**src/include/clock_gen_config_defines.svh**
```systemverilog
/*
  Offsets, field positions and reset values of the configuration bank.
  Assumes inclusion by bare name from any file that needs them.
*/
`ifndef CLOCK_GEN_CONFIG_DEFINES_SVH
`define CLOCK_GEN_CONFIG_DEFINES_SVH

// register count and byte offsets
`define REG_COUNT 19
`define OFS_CTRL_SRC 8'h00
`define OFS_SW_SEL 8'h01
`define OFS_SUSP_ASSOC 8'h02
`define OFS_FORCED_SUSP 8'h03
`define OFS_PLL_SUSP 8'h04
`define OFS_REF_SRC 8'h05
`define OFS_RSVD_06 8'h06
`define OFS_XTAL_TRIM 8'h07
`define OFS_RSVD_08 8'h08
`define OFS_RSVD_09 8'h09
`define OFS_LF_SET4 8'h0a
`define OFS_LF_SET5 8'h0b
`define OFS_LF_SET0 8'h0c
`define OFS_LF_SET1 8'h0d
`define OFS_LF_SET2 8'h0e
`define OFS_LF_SET3 8'h0f
`define OFS_DIV_10 8'h10
`define OFS_DIV_11 8'h11
`define OFS_DIV_12 8'h12

// reset values
`define RST_CTRL_SRC 8'h00
`define RST_SW_SEL 8'h00
`define RST_SUSP_ASSOC 8'h02
`define RST_FORCED_SUSP 8'h02
`define RST_PLL_SUSP 8'h0f
`define RST_REF_SRC 8'h04
`define RST_XTAL_TRIM 8'h00
`define RST_LOOP_FILTER 8'h10
`define RST_DIVIDER 8'h00
`define RST_RESERVED 8'h00

// field positions
`define BIT_CTRL_SRC 0
`define BIT_SHUTDOWN_CFG 7
`define BIT_REF_SRC 4
`define BIT_ZERO_CAP 7

// bus address of the device, arbitrary value
`define I2C_DEV_ADDR 7'h5a

`endif

```
**src/include/clock_gen_config_pkg.sv**
```systemverilog
/*
  Types shared by the configuration bank and its register store.
  Assumes the defines header is on the include path.
*/
package clock_gen_config_pkg;

  // whole register image, index equals byte offset
  typedef logic [18:0][7:0] reg_image_t;

  // one loop-filter register
  typedef struct packed {
    logic zero_cap;
    logic [2:0] pump_current;
    logic [3:0] zero_resistor;
  } loop_filter_t;

  // settings handed to the first pll
  typedef struct packed {
    loop_filter_t filter;
    logic [6:0] ref_divider;
    logic power_down;
  } pll_a_cfg_t;

  // serial slave states
  typedef enum logic [2:0] {
    ST_IDLE, ST_ADDR, ST_ACK_ADDR, ST_WR_BYTE, ST_ACK_WR, ST_RD_BYTE,
    ST_ACK_RD
  } i2c_state_t;

endpackage : clock_gen_config_pkg

```
**src/clock_gen_config_registers.sv**
```systemverilog
/*
  Configuration bank of a four-pll clock generator, programmed over a
  two-wire serial slave, with decoded settings for pins, outputs and the
  first pll.
  Assumes scl and sda are already synchronous to i_mclk and that the
  host keeps standard two-wire framing.
*/
//
// Contract
// - control bit picks pins or software select
// - software field chooses applied configuration set
// - associated outputs suspend on the shutdown pin
// - unassociated outputs stay enabled, ignore pin unless bit seven picks full shutdown
// - forced suspend low wins over association
// - pll suspend bits low stop pll
// - bit seven picks full shutdown or enable
// - reference bit picks crystal or input clock
// - five-bit trim sets crystal load capacitance
// - first pll reference divided by field
// - divider zero powers first pll down
`timescale 1ns/1ps
`default_nettype none
`include "clock_gen_config_defines.svh"

module clock_gen_config_registers
  import clock_gen_config_pkg::*;
(
  // clock and reset
  input wire logic i_mclk,
  input wire logic i_reset_n,
  // serial bus, sda is open drain
  input wire logic i_scl,
  input wire logic i_sda,
  output logic o_sda,
  output logic o_sda_oe,
  // device pins
  input wire logic [2:0] i_config_sel_pins,
  input wire logic i_shutdown_output_enable_pin,
  input wire logic [6:0] i_output_disable_style,
  // decoded settings
  output logic [2:0] o_active_config,
  output logic [6:0] o_output_enable,
  output logic [6:0] o_output_tristate,
  output logic [3:0] o_pll_run,
  output logic o_reference_source_sel,
  output logic [4:0] o_crystal_load_trim,
  output pll_a_cfg_t o_pll_a
);

  // register store wiring
  reg_image_t regs; // parallel view of all bytes
  logic mem_we; // one-cycle write strobe
  logic [7:0] rd_byte; // registered read data
  logic [7:0] rd_view; // read byte, zero past the last register
  logic [7:0] ptr; // register pointer set by host

  // serial engine state
  i2c_state_t state;
  logic scl_q; // previous scl sample
  logic sda_q; // previous sda sample
  logic [2:0] bit_cnt; // bit within the byte
  logic [7:0] shifter; // in or out byte
  logic byte_done; // eight bits received
  logic is_read; // direction of this transfer
  logic first_byte; // next written byte is the pointer
  logic drive_low; // pull sda low

  // decode helpers
  logic shutdown_pin_config; // pin acts as full shutdown
  logic pin_act; // shutdown pin asserted
  logic [6:0] next_enable;
  loop_filter_t sel_filter;
  logic [7:0] sel_div;

  // writable offsets exclude reserved bytes and anything past the end
  function automatic logic writable(input logic [7:0] a);
    writable = (a < 8'(`REG_COUNT)) && (a != `OFS_RSVD_06) &&
               (a != `OFS_RSVD_08) && (a != `OFS_RSVD_09);
  endfunction : writable

  // loop-filter register for a configuration set; sets 6 and 7 reuse 0
  function automatic logic [7:0] filter_of(input reg_image_t r,
                                           input logic [2:0] c);
    unique case (c)
      3'h1: filter_of = r[`OFS_LF_SET1];
      3'h2: filter_of = r[`OFS_LF_SET2];
      3'h3: filter_of = r[`OFS_LF_SET3];
      3'h4: filter_of = r[`OFS_LF_SET4];
      3'h5: filter_of = r[`OFS_LF_SET5];
      default: filter_of = r[`OFS_LF_SET0];
    endcase
  endfunction : filter_of

  // bus edges and framing conditions
  wire scl_rise = i_scl && !scl_q;
  wire scl_fall = !i_scl && scl_q;
  wire start_seen = i_scl && scl_q && sda_q && !i_sda;
  wire stop_seen = i_scl && scl_q && !sda_q && i_sda;

  // store holds every byte; read port follows the pointer
  config_reg_store u_store (
    .i_mclk(i_mclk),
    .i_reset_n(i_reset_n),
    .i_we(mem_we),
    .i_waddr(ptr[4:0]),
    .i_wdata(shifter),
    .i_raddr(ptr[4:0]),
    .o_rdata(rd_byte),
    .o_image(regs)
  );

  // sda is only ever pulled low, never driven high
  assign o_sda = 1'b0;
  assign o_sda_oe = drive_low;

  // the store only sees five pointer bits, so high pointers must not alias
  assign rd_view = (ptr < 8'(`REG_COUNT)) ? rd_byte : 8'h00;

  // previous samples for edge detection
  always_ff @(posedge i_mclk or negedge i_reset_n) begin
    if (!i_reset_n) begin
      scl_q <= 1'b1;
      sda_q <= 1'b1;
    end else begin
      scl_q <= i_scl;
      sda_q <= i_sda;
    end
  end

  // write strobe: a data byte after the pointer byte, writable offsets
  assign mem_we = (state == ST_WR_BYTE) && scl_fall && byte_done &&
                  !first_byte && writable(ptr);

  // serial slave: bits taken on scl rise, sda changed on scl fall
  always_ff @(posedge i_mclk or negedge i_reset_n) begin
    if (!i_reset_n) begin
      state <= ST_IDLE;
      bit_cnt <= 3'h0;
      shifter <= 8'h00;
      byte_done <= 1'b0;
      is_read <= 1'b0;
      first_byte <= 1'b0;
      drive_low <= 1'b0;
      ptr <= 8'h00;
    end else if (start_seen) begin
      // repeated start restarts framing but keeps the pointer
      state <= ST_ADDR;
      bit_cnt <= 3'h0;
      byte_done <= 1'b0;
      drive_low <= 1'b0;
    end else if (stop_seen) begin
      state <= ST_IDLE;
      drive_low <= 1'b0;
    end else begin
      unique case (state)
        ST_IDLE: begin
          drive_low <= 1'b0;
        end
        ST_ADDR, ST_WR_BYTE: begin
          if (scl_rise) begin
            shifter <= {shifter[6:0], i_sda};
            bit_cnt <= bit_cnt + 3'h1;
            byte_done <= (bit_cnt == 3'h7);
          end else if (scl_fall && byte_done) begin
            byte_done <= 1'b0;
            if (state == ST_ADDR) begin
              // answer only our own address
              if (shifter[7:1] == `I2C_DEV_ADDR) begin
                is_read <= shifter[0];
                first_byte <= !shifter[0];
                drive_low <= 1'b1;
                state <= ST_ACK_ADDR;
              end else begin
                state <= ST_IDLE;
              end
            end else begin
              // first byte loads the pointer, later ones write and step
              if (first_byte) begin
                ptr <= shifter;
              end else begin
                ptr <= ptr + 8'h01;
              end
              first_byte <= 1'b0;
              drive_low <= 1'b1;
              state <= ST_ACK_WR;
            end
          end
        end
        ST_ACK_ADDR, ST_ACK_WR: begin
          if (scl_fall) begin
            bit_cnt <= 3'h0;
            if (state == ST_ACK_ADDR && is_read) begin
              // present the addressed byte, msb first
              shifter <= rd_view;
              drive_low <= !rd_view[7];
              ptr <= ptr + 8'h01;
              state <= ST_RD_BYTE;
            end else begin
              drive_low <= 1'b0;
              state <= ST_WR_BYTE;
            end
          end
        end
        ST_RD_BYTE: begin
          if (scl_fall) begin
            if (bit_cnt == 3'h7) begin
              drive_low <= 1'b0; // release for host acknowledge
              state <= ST_ACK_RD;
            end else begin
              shifter <= {shifter[6:0], 1'b0};
              drive_low <= !shifter[6];
              bit_cnt <= bit_cnt + 3'h1;
            end
          end
        end
        ST_ACK_RD: begin
          if (scl_rise && i_sda) begin
            state <= ST_IDLE; // host declined more data
          end else if (scl_fall) begin
            shifter <= rd_view;
            drive_low <= !rd_view[7];
            ptr <= ptr + 8'h01;
            bit_cnt <= 3'h0;
            state <= ST_RD_BYTE;
          end
        end
        default: begin
          state <= ST_IDLE;
        end
      endcase
    end
  end

  // mode decode; shutdown mode silences everything the pin reaches
  assign shutdown_pin_config = regs[`OFS_PLL_SUSP][`BIT_SHUTDOWN_CFG];
  assign pin_act = i_shutdown_output_enable_pin;

  // forced suspend first, then full shutdown or pin association per output
  always_comb begin
    next_enable = regs[`OFS_FORCED_SUSP][6:0];
    if (shutdown_pin_config && pin_act) begin
      next_enable = 7'h00;
    end else if (pin_act) begin
      next_enable = next_enable & ~regs[`OFS_SUSP_ASSOC][6:0];
    end
  end

  // active configuration source
  always_ff @(posedge i_mclk or negedge i_reset_n) begin
    if (!i_reset_n) begin
      o_active_config <= 3'h0;
    end else if (regs[`OFS_CTRL_SRC][`BIT_CTRL_SRC]) begin
      o_active_config <= regs[`OFS_SW_SEL][2:0];
    end else begin
      o_active_config <= i_config_sel_pins;
    end
  end

  // output enables and disable style for suspended outputs
  always_ff @(posedge i_mclk or negedge i_reset_n) begin
    if (!i_reset_n) begin
      o_output_enable <= 7'h00;
      o_output_tristate <= 7'h00;
    end else begin
      o_output_enable <= next_enable;
      o_output_tristate <= ~next_enable & i_output_disable_style;
    end
  end

  // pll run bits; full shutdown stops all four
  always_ff @(posedge i_mclk or negedge i_reset_n) begin
    if (!i_reset_n) begin
      o_pll_run <= 4'h0;
    end else if (shutdown_pin_config && pin_act) begin
      o_pll_run <= 4'h0;
    end else begin
      o_pll_run <= regs[`OFS_PLL_SUSP][3:0];
    end
  end

  // reference source and crystal trim
  always_ff @(posedge i_mclk or negedge i_reset_n) begin
    if (!i_reset_n) begin
      o_reference_source_sel <= 1'b0;
      o_crystal_load_trim <= 5'h00;
    end else begin
      o_reference_source_sel <= regs[`OFS_REF_SRC][`BIT_REF_SRC];
      o_crystal_load_trim <= regs[`OFS_XTAL_TRIM][4:0];
    end
  end

  // first pll settings for the active set; divider per set 0..2
  assign sel_filter = filter_of(regs, o_active_config);
  always_comb begin
    unique case (o_active_config)
      3'h1: sel_div = regs[`OFS_DIV_11];
      3'h2: sel_div = regs[`OFS_DIV_12];
      default: sel_div = regs[`OFS_DIV_10];
    endcase
  end

  // divider zero means power down rather than divide
  always_ff @(posedge i_mclk or negedge i_reset_n) begin
    if (!i_reset_n) begin
      o_pll_a <= '0;
    end else begin
      o_pll_a.filter <= sel_filter;
      o_pll_a.ref_divider <= sel_div[6:0];
      o_pll_a.power_down <= (sel_div[6:0] == 7'h00);
    end
  end

  // checks start one edge after release; outputs still hold reset values
  logic armed;
  always_ff @(posedge i_mclk or negedge i_reset_n) begin
    if (!i_reset_n) begin
      armed <= 1'b0;
    end else begin
      armed <= 1'b1;
    end
  end
endmodule : clock_gen_config_registers
`default_nettype wire

```
**src/config_reg_store.sv**
```systemverilog
/*
  Byte register store with one write port, one registered read port and
  a parallel view of every byte.
  Assumes the caller masks writes to reserved or unmapped offsets.
*/
`timescale 1ns/1ps
`default_nettype none
`include "clock_gen_config_defines.svh"

module config_reg_store
  import clock_gen_config_pkg::*;
(
  // clock and reset
  input wire logic i_mclk,
  input wire logic i_reset_n,
  // write port
  input wire logic i_we,
  input wire logic [4:0] i_waddr,
  input wire logic [7:0] i_wdata,
  // read port
  input wire logic [4:0] i_raddr,
  output logic [7:0] o_rdata,
  // parallel view
  output reg_image_t o_image
);

  // reset image laid out at the byte offsets
  localparam reg_image_t RESET_IMAGE = {
    `RST_DIVIDER, `RST_DIVIDER, `RST_DIVIDER,
    `RST_LOOP_FILTER, `RST_LOOP_FILTER, `RST_LOOP_FILTER,
    `RST_LOOP_FILTER, `RST_LOOP_FILTER, `RST_LOOP_FILTER,
    `RST_RESERVED, `RST_RESERVED, `RST_XTAL_TRIM, `RST_RESERVED,
    `RST_REF_SRC, `RST_PLL_SUSP, `RST_FORCED_SUSP, `RST_SUSP_ASSOC,
    `RST_SW_SEL, `RST_CTRL_SRC};

  // storage, written one byte at a time
  always_ff @(posedge i_mclk or negedge i_reset_n) begin
    if (!i_reset_n) begin
      o_image <= RESET_IMAGE;
    end else if (i_we && (i_waddr < 5'(`REG_COUNT))) begin
      o_image[i_waddr] <= i_wdata;
    end
  end

  // registered read; out-of-range offsets read as zero
  always_ff @(posedge i_mclk or negedge i_reset_n) begin
    if (!i_reset_n) begin
      o_rdata <= 8'h00;
    end else if (i_raddr < 5'(`REG_COUNT)) begin
      o_rdata <= o_image[i_raddr];
    end else begin
      o_rdata <= 8'h00;
    end
  end

endmodule : config_reg_store
`default_nettype wire

```
**config.mk**
```make
export PLATFORM = sky130hd
export DESIGN_NAME = clock_gen_config_registers
export DESIGN_NICKNAME = d
export VERILOG_FILES = /design/src/include/clock_gen_config_pkg.sv /design/src/clock_gen_config_registers.sv /design/src/config_reg_store.sv
export VERILOG_INCLUDE_DIRS = /design/src /design/src/include
export SDC_FILE = /design/constraint.sdc
export NUM_CORES = 1
export LEC_CHECK = 0
export ABC_AREA = 1
export BUFFER_PORTS_ARGS = -buffer_cell sky130_fd_sc_hd__buf_2
export CAP_MARGIN = 0
export CORE_UTILIZATION = 55
export CTS_BUF_LIST = sky130_fd_sc_hd__clkbuf_4
export DETAILED_ROUTE_END_ITERATION = 10
export MAX_ROUTING_LAYER = met4
export PLACE_DENSITY = 0.76
export SYNTH_ARGS = -nofsm -noshare
export SYNTH_HDL_FRONTEND = slang
export SYNTH_SLANG_ARGS = --single-unit
export TNS_END_PERCENT = 30
```
**constraint.sdc**
```tcl
create_clock -name i_mclk -period 2.3 [get_ports i_mclk]
set_input_delay 0.115 -clock i_mclk [delete_from_list [all_inputs] [get_ports i_mclk]]
set_output_delay 0.115 -clock i_mclk [all_outputs]
set_load 0.01 [all_outputs]
```
Word-level counts from Yosys, hierarchy flattened

Cells that the tools add are included.

Logic and storage cells: 213
Bits in registers: 231
Bits of input ports: 15
Output and inout bits: 45

Bitwise gates (word level): 7
$add $sub $neg: 2
$lt $le $gt $ge: 4
Reduce and logical (&&, ||, !) cells: 46
Muxes and demuxes: 71
Eq/ne operators: 42

Operators by type and width:

| kind                                                   | count |
|---|---|
| bitwise mux 152 bit                                    | 1 |
| two-way mux 8 bit                                      | 19 |
| two-way mux 3 bit                                      | 19 |
| binary-select mux 8 bit (select 5 bit)                 | 1 |
| demux 8 bit (select 5 bit)                             | 1 |
| case mux 8 bit (5 select lines)                        | 1 |
| case mux 8 bit (4 select lines)                        | 1 |
| inequality test 4 bit (second input constant)          | 7 |
| case mux 8 bit (3 select lines)                        | 1 |
| inequality test 2 bit (second input constant)          | 11 |
| logical AND 1 bit                                      | 20 |
| AND reduction 10 bit                                   | 2 |
| two-way mux 1 bit                                      | 19 |
| equality test 3 bit (second input constant)            | 6 |
| inequality test 8 x 4 -> 1 bit (second input constant) | 2 |
| inequality test 3 bit (second input constant)          | 5 |
| case mux 3 bit (5 select lines)                        | 1 |
| AND 7 bit                                              | 2 |
| two-way mux 7 bit                                      | 2 |
| NOT 7 bit                                              | 2 |
| case mux 7 bit (2 select lines)                        | 1 |
| AND reduction 7 bit                                    | 2 |
| equality test 3 x 2 -> 1 bit (second input constant)   | 4 |
| case mux 3 bit (4 select lines)                        | 1 |
| other kinds (27)                                       | 41 |

Longest topological paths before layout

Word-level depth: 8
Mapped depth: 14

By module

From an unflattened synthesis, not the netlist that was laid out.

Cell total of the unflattened synthesis: 1530
Area, all modules: 11673.7 sq um

Modules (own cells, without submodules):

| module                     | area each (sq um) | cells an instance | instances |
|---|---|---|---|
| config_reg_store           | 7719.9            | 994               | 1 |
| clock_gen_config_registers | 3953.8            | 536               | 1 |

Worst setup path before layout

No wires, ideal clock.

Path kind: register to register
Start: register ptr[0]
End: register u_store.o_image[91] in the netlist's numbering
Required time: 2.183 ns
Data arrival time: 2.302 ns
Setup time: 0.117 ns
Path buffers: 4
Cell stages (with the launch flop): 15
Path slack: -0.120 ns
Cells stage by stage: dfrtp_1 > buf_2 > clkinv_1 > clkbuf_1 > ha_1 > clkbuf_1 > inv_1 > nand2_1 > nand3_1 > nand3_2 > nor2_8 > buf_12 > nand3_4 > nand2_1 > nand2_1

Word-level cells in the longest chain between the ends: 6
Elaborated cells between the ends (all ways): 16
Those cells by class: 4 x order compare; 3 x eq/ne; 3 x mux; 6 x reduce/logical

Ends and longest elaborated chain:

| element                                                                     | RTL line                          | text |
|---|---|---|
| start: declaration                                                          | clock_gen_config_registers.sv:55  | `logic [7:0] ptr;` |
| start signal: assignment                                                    | clock_gen_config_registers.sv:179 | `ptr <= shifter;` |
| start signal: assignment                                                    | clock_gen_config_registers.sv:181 | `ptr <= ptr + 8'h01;` |
| start signal: assignment                                                    | clock_gen_config_registers.sv:196 | `ptr <= ptr + 8'h01;` |
| branches (longest 6 deep; another with less-than comparator 5 x 6 -> 1 bit) | --                                |  |
| end signal: indexed assignment                                              | config_reg_store.sv:41            | `o_image[i_waddr] <= i_wdata;` |
| end: declaration                                                            | config_reg_store.sv:24            | `output reg_image_t o_image` |

Parallel ways; which one is timed is not known.
A chain may end at the register's enable or synchronous reset.

Worst setup path in the final report

Start: register ptr[1]
End: register u_store.o_rdata[6]

Word-level cells in the longest chain between the ends: 3
Elaborated cells between the ends (all ways): 4
Those cells by class: 1 x order compare; 3 x mux

Ends and longest elaborated chain:

| element                                 | RTL line               | text |
|---|---|---|
| binary-select mux 8 bit (select 5 bit)  | config_reg_store.sv:50 | `o_rdata <= o_image[i_raddr];` |
| two-way mux 8 bit (not written as such) | config_reg_store.sv:50 |  |
| two-way mux 8 bit (*)                   | config_reg_store.sv:49 | `` end else if (i_raddr < 5'(`REG_COUNT)) begin `` |
| end signal: assignment                  | config_reg_store.sv:50 |  |
| end: declaration                        | config_reg_store.sv:22 | `output logic [7:0] o_rdata,` |

Mark *: on every way between the ends. The rest lies on a longest branch, timed or not. The select of a mux whose other input is x is not followed.

==> results.yml <==
yosys:
  ys_ff_latch: 231
  syn_inst: 1568
  yosysUniqueCellTypes: 39
  synth-edff-count: 0
  syn_avg_cell_area_sq_um: 7.596
  ys_warn_count: 0
  ys_seq_area_share_pct: 48.69
  ys_top_cells_by_count: "nand2_1 (603), dfrtp_1 (216), inv_1 (150)"
  synthFlopType: "dfrtp_1"
  synth_top_area_share_pct: 45.38
  synth.most_common_cell: "nand2_1"
  synth_largest_area_cell: "dfrtp_1"
  syn_area_sq_um: 11910
  ys_top_cells_by_area: "dfrtp_1 (45%), nand2_1 (19%), nand4_1 (6.6%), inv_1 (4.7%), nand3_1 (4.5%)"
  synth_nets: 1589
  async_reset_ff_share_pct: 100.0
routing:
  vias: 11240
  dr.first_iter.drc_count: 973
  ant_nets: 0
  vias_per_cell: 5.619
  postRouteWirelength_mm: 34.58
  drcViolationCount: 0
  drt_pass1_iterations: 6
  wl_per_cell_microns: 17.29
grt:
  grt_pass1_vias: 10610
  antenna_found_initial: 1
  grt_max_degree: 72
  grt_usage_pct: 33.52
  grt_pass1_wl_mm: 55.30
  overflow: 0
place:
  io_buffers: 58
  gp_congestion: 0.9853
  dp.cells: 1868
  dpl.hpwl_mm: 23.41
flow_run:
  drv_cap: 0
sta:
  clock_skew_ns: 0.06212
  setup_viol: 0
  fin_crit_ns: 2.197
  grt_setup_unrepaired: "true"
  slew_headroom_pct: 51.07
  max_freq_mhz: 455.2
  timing.hold.ws_ns: 0.01425
  hold_viol_final: 0
  finalSetupTns_ns: 0
  period_share_pct: 95.52
  worst_pin_slew_ns: 0.7332
  slew_viol_final: 0
setup_path:
  critical_path_arrival_ns: 2.80
  crit_path_start_kind: "register"
  end_kind: "register"
  path_class: "register to register"
  cp.required_ns: 2.91
  r2r_setup_slack_ns: 0.10
  cp_max_fo: 13
clock_tree:
  clockBufferDepth: 3
  postCtsSetupBuffers: 0
  cts_buffers: 66
  clkLatencyLatePin_ns: 0.71
  htreeDepth: 3
  clock_sinks: 231
  cts_tree: "built"
  ctsRootBufferMaster: "clkbuf_4"
  clk_pin_slew_ns: 0.07
pwr:
  internal_power_mw: 7.421
  p_leak_nw: 7.401
  combPwrFrac_pct: 29.5
  vdd_drop_max_v: 0.0007493
  switching_share_pct: 37.43
  p_seq_share_pct: 36.8
  power.switching_mw: 4.439
  power.density_nw_per_um2: 860.1
  p_clk_share_pct: 33.7
final_layout:
  nNetsFinal: 1703
  areaGrowthSynthToFinish_pct: 15.78
  drive_above_1_share_pct: 16.82
  final_util_pct: 65.19
  final_cells: 2000
floorplan:
  core_area_sq_um: 21150
  placement_rows: 53
  ioPinCount: 60
  initial_core_util_pct: 56.30
  die_w_microns: 149.2
  die_height_microns: 149.2
  dieArea_sq_um: 22250
outcome:
  status: "completed"
min_path:
  hp-class: "input pin to asynchronous set/reset pin"
-- stage by stage --
step | total power [mW] | setup WS [ns] | cell area [sq um]
4_1_cts | 11.83 | 0.07219 | 13780
2_1_floorplan | 6.351 | 0.04116 | 11910
3_5_place_dp | 7.772 | 0.1364 | 12710
6_report | 11.86 | 0.1030 | 13790
5_1_grt | 12.42 | -0.003139 | 13790
3_3_place_gp | 7.718 | 0.1964 | 12710
-- final timing paths --
kind | end | cells after the start | from
setup / recovery | u_store.o_rdata[6]$_DFF_PN0_ | 9 | ptr[1]$_DFFE_PN0P_
hold / removal | o_pll_run[3]$_DFF_PN0_ | 2 | i_reset_n
setup reg to reg | u_store.o_rdata[6]$_DFF_PN0_ | 9 | ptr[1]$_DFFE_PN0P_
hold reg to reg | u_store.o_image[68]$_DFFE_PN0P_ | 0 | u_store.o_image[68]$_DFFE_PN0P_
max in group asynchronous | u_store.o_image[92]$_DFFE_PN1P_ | 3 | i_reset_n
min in group i_mclk | scl_q$_DFF_PN1_ | 2 | i_scl
-- kinds of logic (layout without fill, tap and decap cells) --
kind of cell             Yosys count  in the layout  share of synthesized area, %
AO/OA/AOI/OAI                    121            121                         5.799
adder cells (fa/ha/maj)            6              6                        0.6303
buffers and inverters            270            426                         9.875
flip-flops                       231            231                         48.69
other                              1              2                       0.03149
AND/OR/NAND/NOR                  939            939                         34.97
-- timing repair --
| action | 4_1_cts | 5_1_grt |
|---|---|---|
| hold buffers | 21 | 0 |
| setup endpoints to repair | 0 | 22 |
| hold endpoints to repair | 250 | 0 |
| resized for setup | 0 | 3 |
-- worst max-delay path: stages, from the launching register on --
cell,delay (ns)
dfrtp_1,0.41
inv_1,0.20
nor2_2,0.62
buf_4,0.28
nand2_1,0.06
o211ai_1,0.15
nand2_1,0.11
nand3_1,0.08
nand2_1,0.09
nand2_1,0.10
-- routing by layer --
layer | global-route usage, % | routed length [microns] | vias to the layer above
li1 | - | - | 5318
met1 | 43.27 | 14320 | 5291
met2 | 50.51 | 16050 | 518
met3 | 6.544 | 2841 | 110
met4 | 16.73 | 1366 | 0
met5 | - | 0 | -
-- flip-flops by register name, indices dropped and copies added (netlist names), 3 cells and up --
register,count
bit_cnt,3
o_active_config,3
o_crystal_load_trim,5
o_output_enable,7
o_output_tristate,7
o_pll_a,16
o_pll_run,4
ptr,8
shifter,8
state,3
u_store.o_image,152
u_store.o_rdata,8
-- cells in the final DEF, fill, tap and decap left out, types with 11 or more instances in the layout --
cell             n
a21oi_1         18
buf_12          11
buf_2           57
buf_4           69
clkbuf_4        97
dfrtp_1        215
dfstp_2         15
dlygate4sd3_1   21
inv_1          150
nand2_1        602
nand3_1        105
nand4_1        126
nor2_1          69
o21ai_0         57
o22ai_1         12
-- power by group through the flow --
stage | clock network, mW | registers, mW | logic, mW
final | 4.00 | 4.36 | 3.50
after global routing | 4.31 | 4.37 | 3.74
after CTS | 4.08 | 4.35 | 3.39
after detailed placement | 0 | 4.43 | 3.35
after global placement | 0 | 4.42 | 3.30
after floorplan | 0 | 4.33 | 2.02
-- cell type report --
cell class,count,area [sq um]
flip-flops and latches,231,5801
well taps,275,344.1
repair buffers,159,1249
clock inverters,13,128.9
diodes,1,2.502
clock buffers,97,728.2
multi-input cells,1067,4945
inverters,157,591.8
fillers,1876,7365
Note: power is estimated with default switching activity, not from simulation.
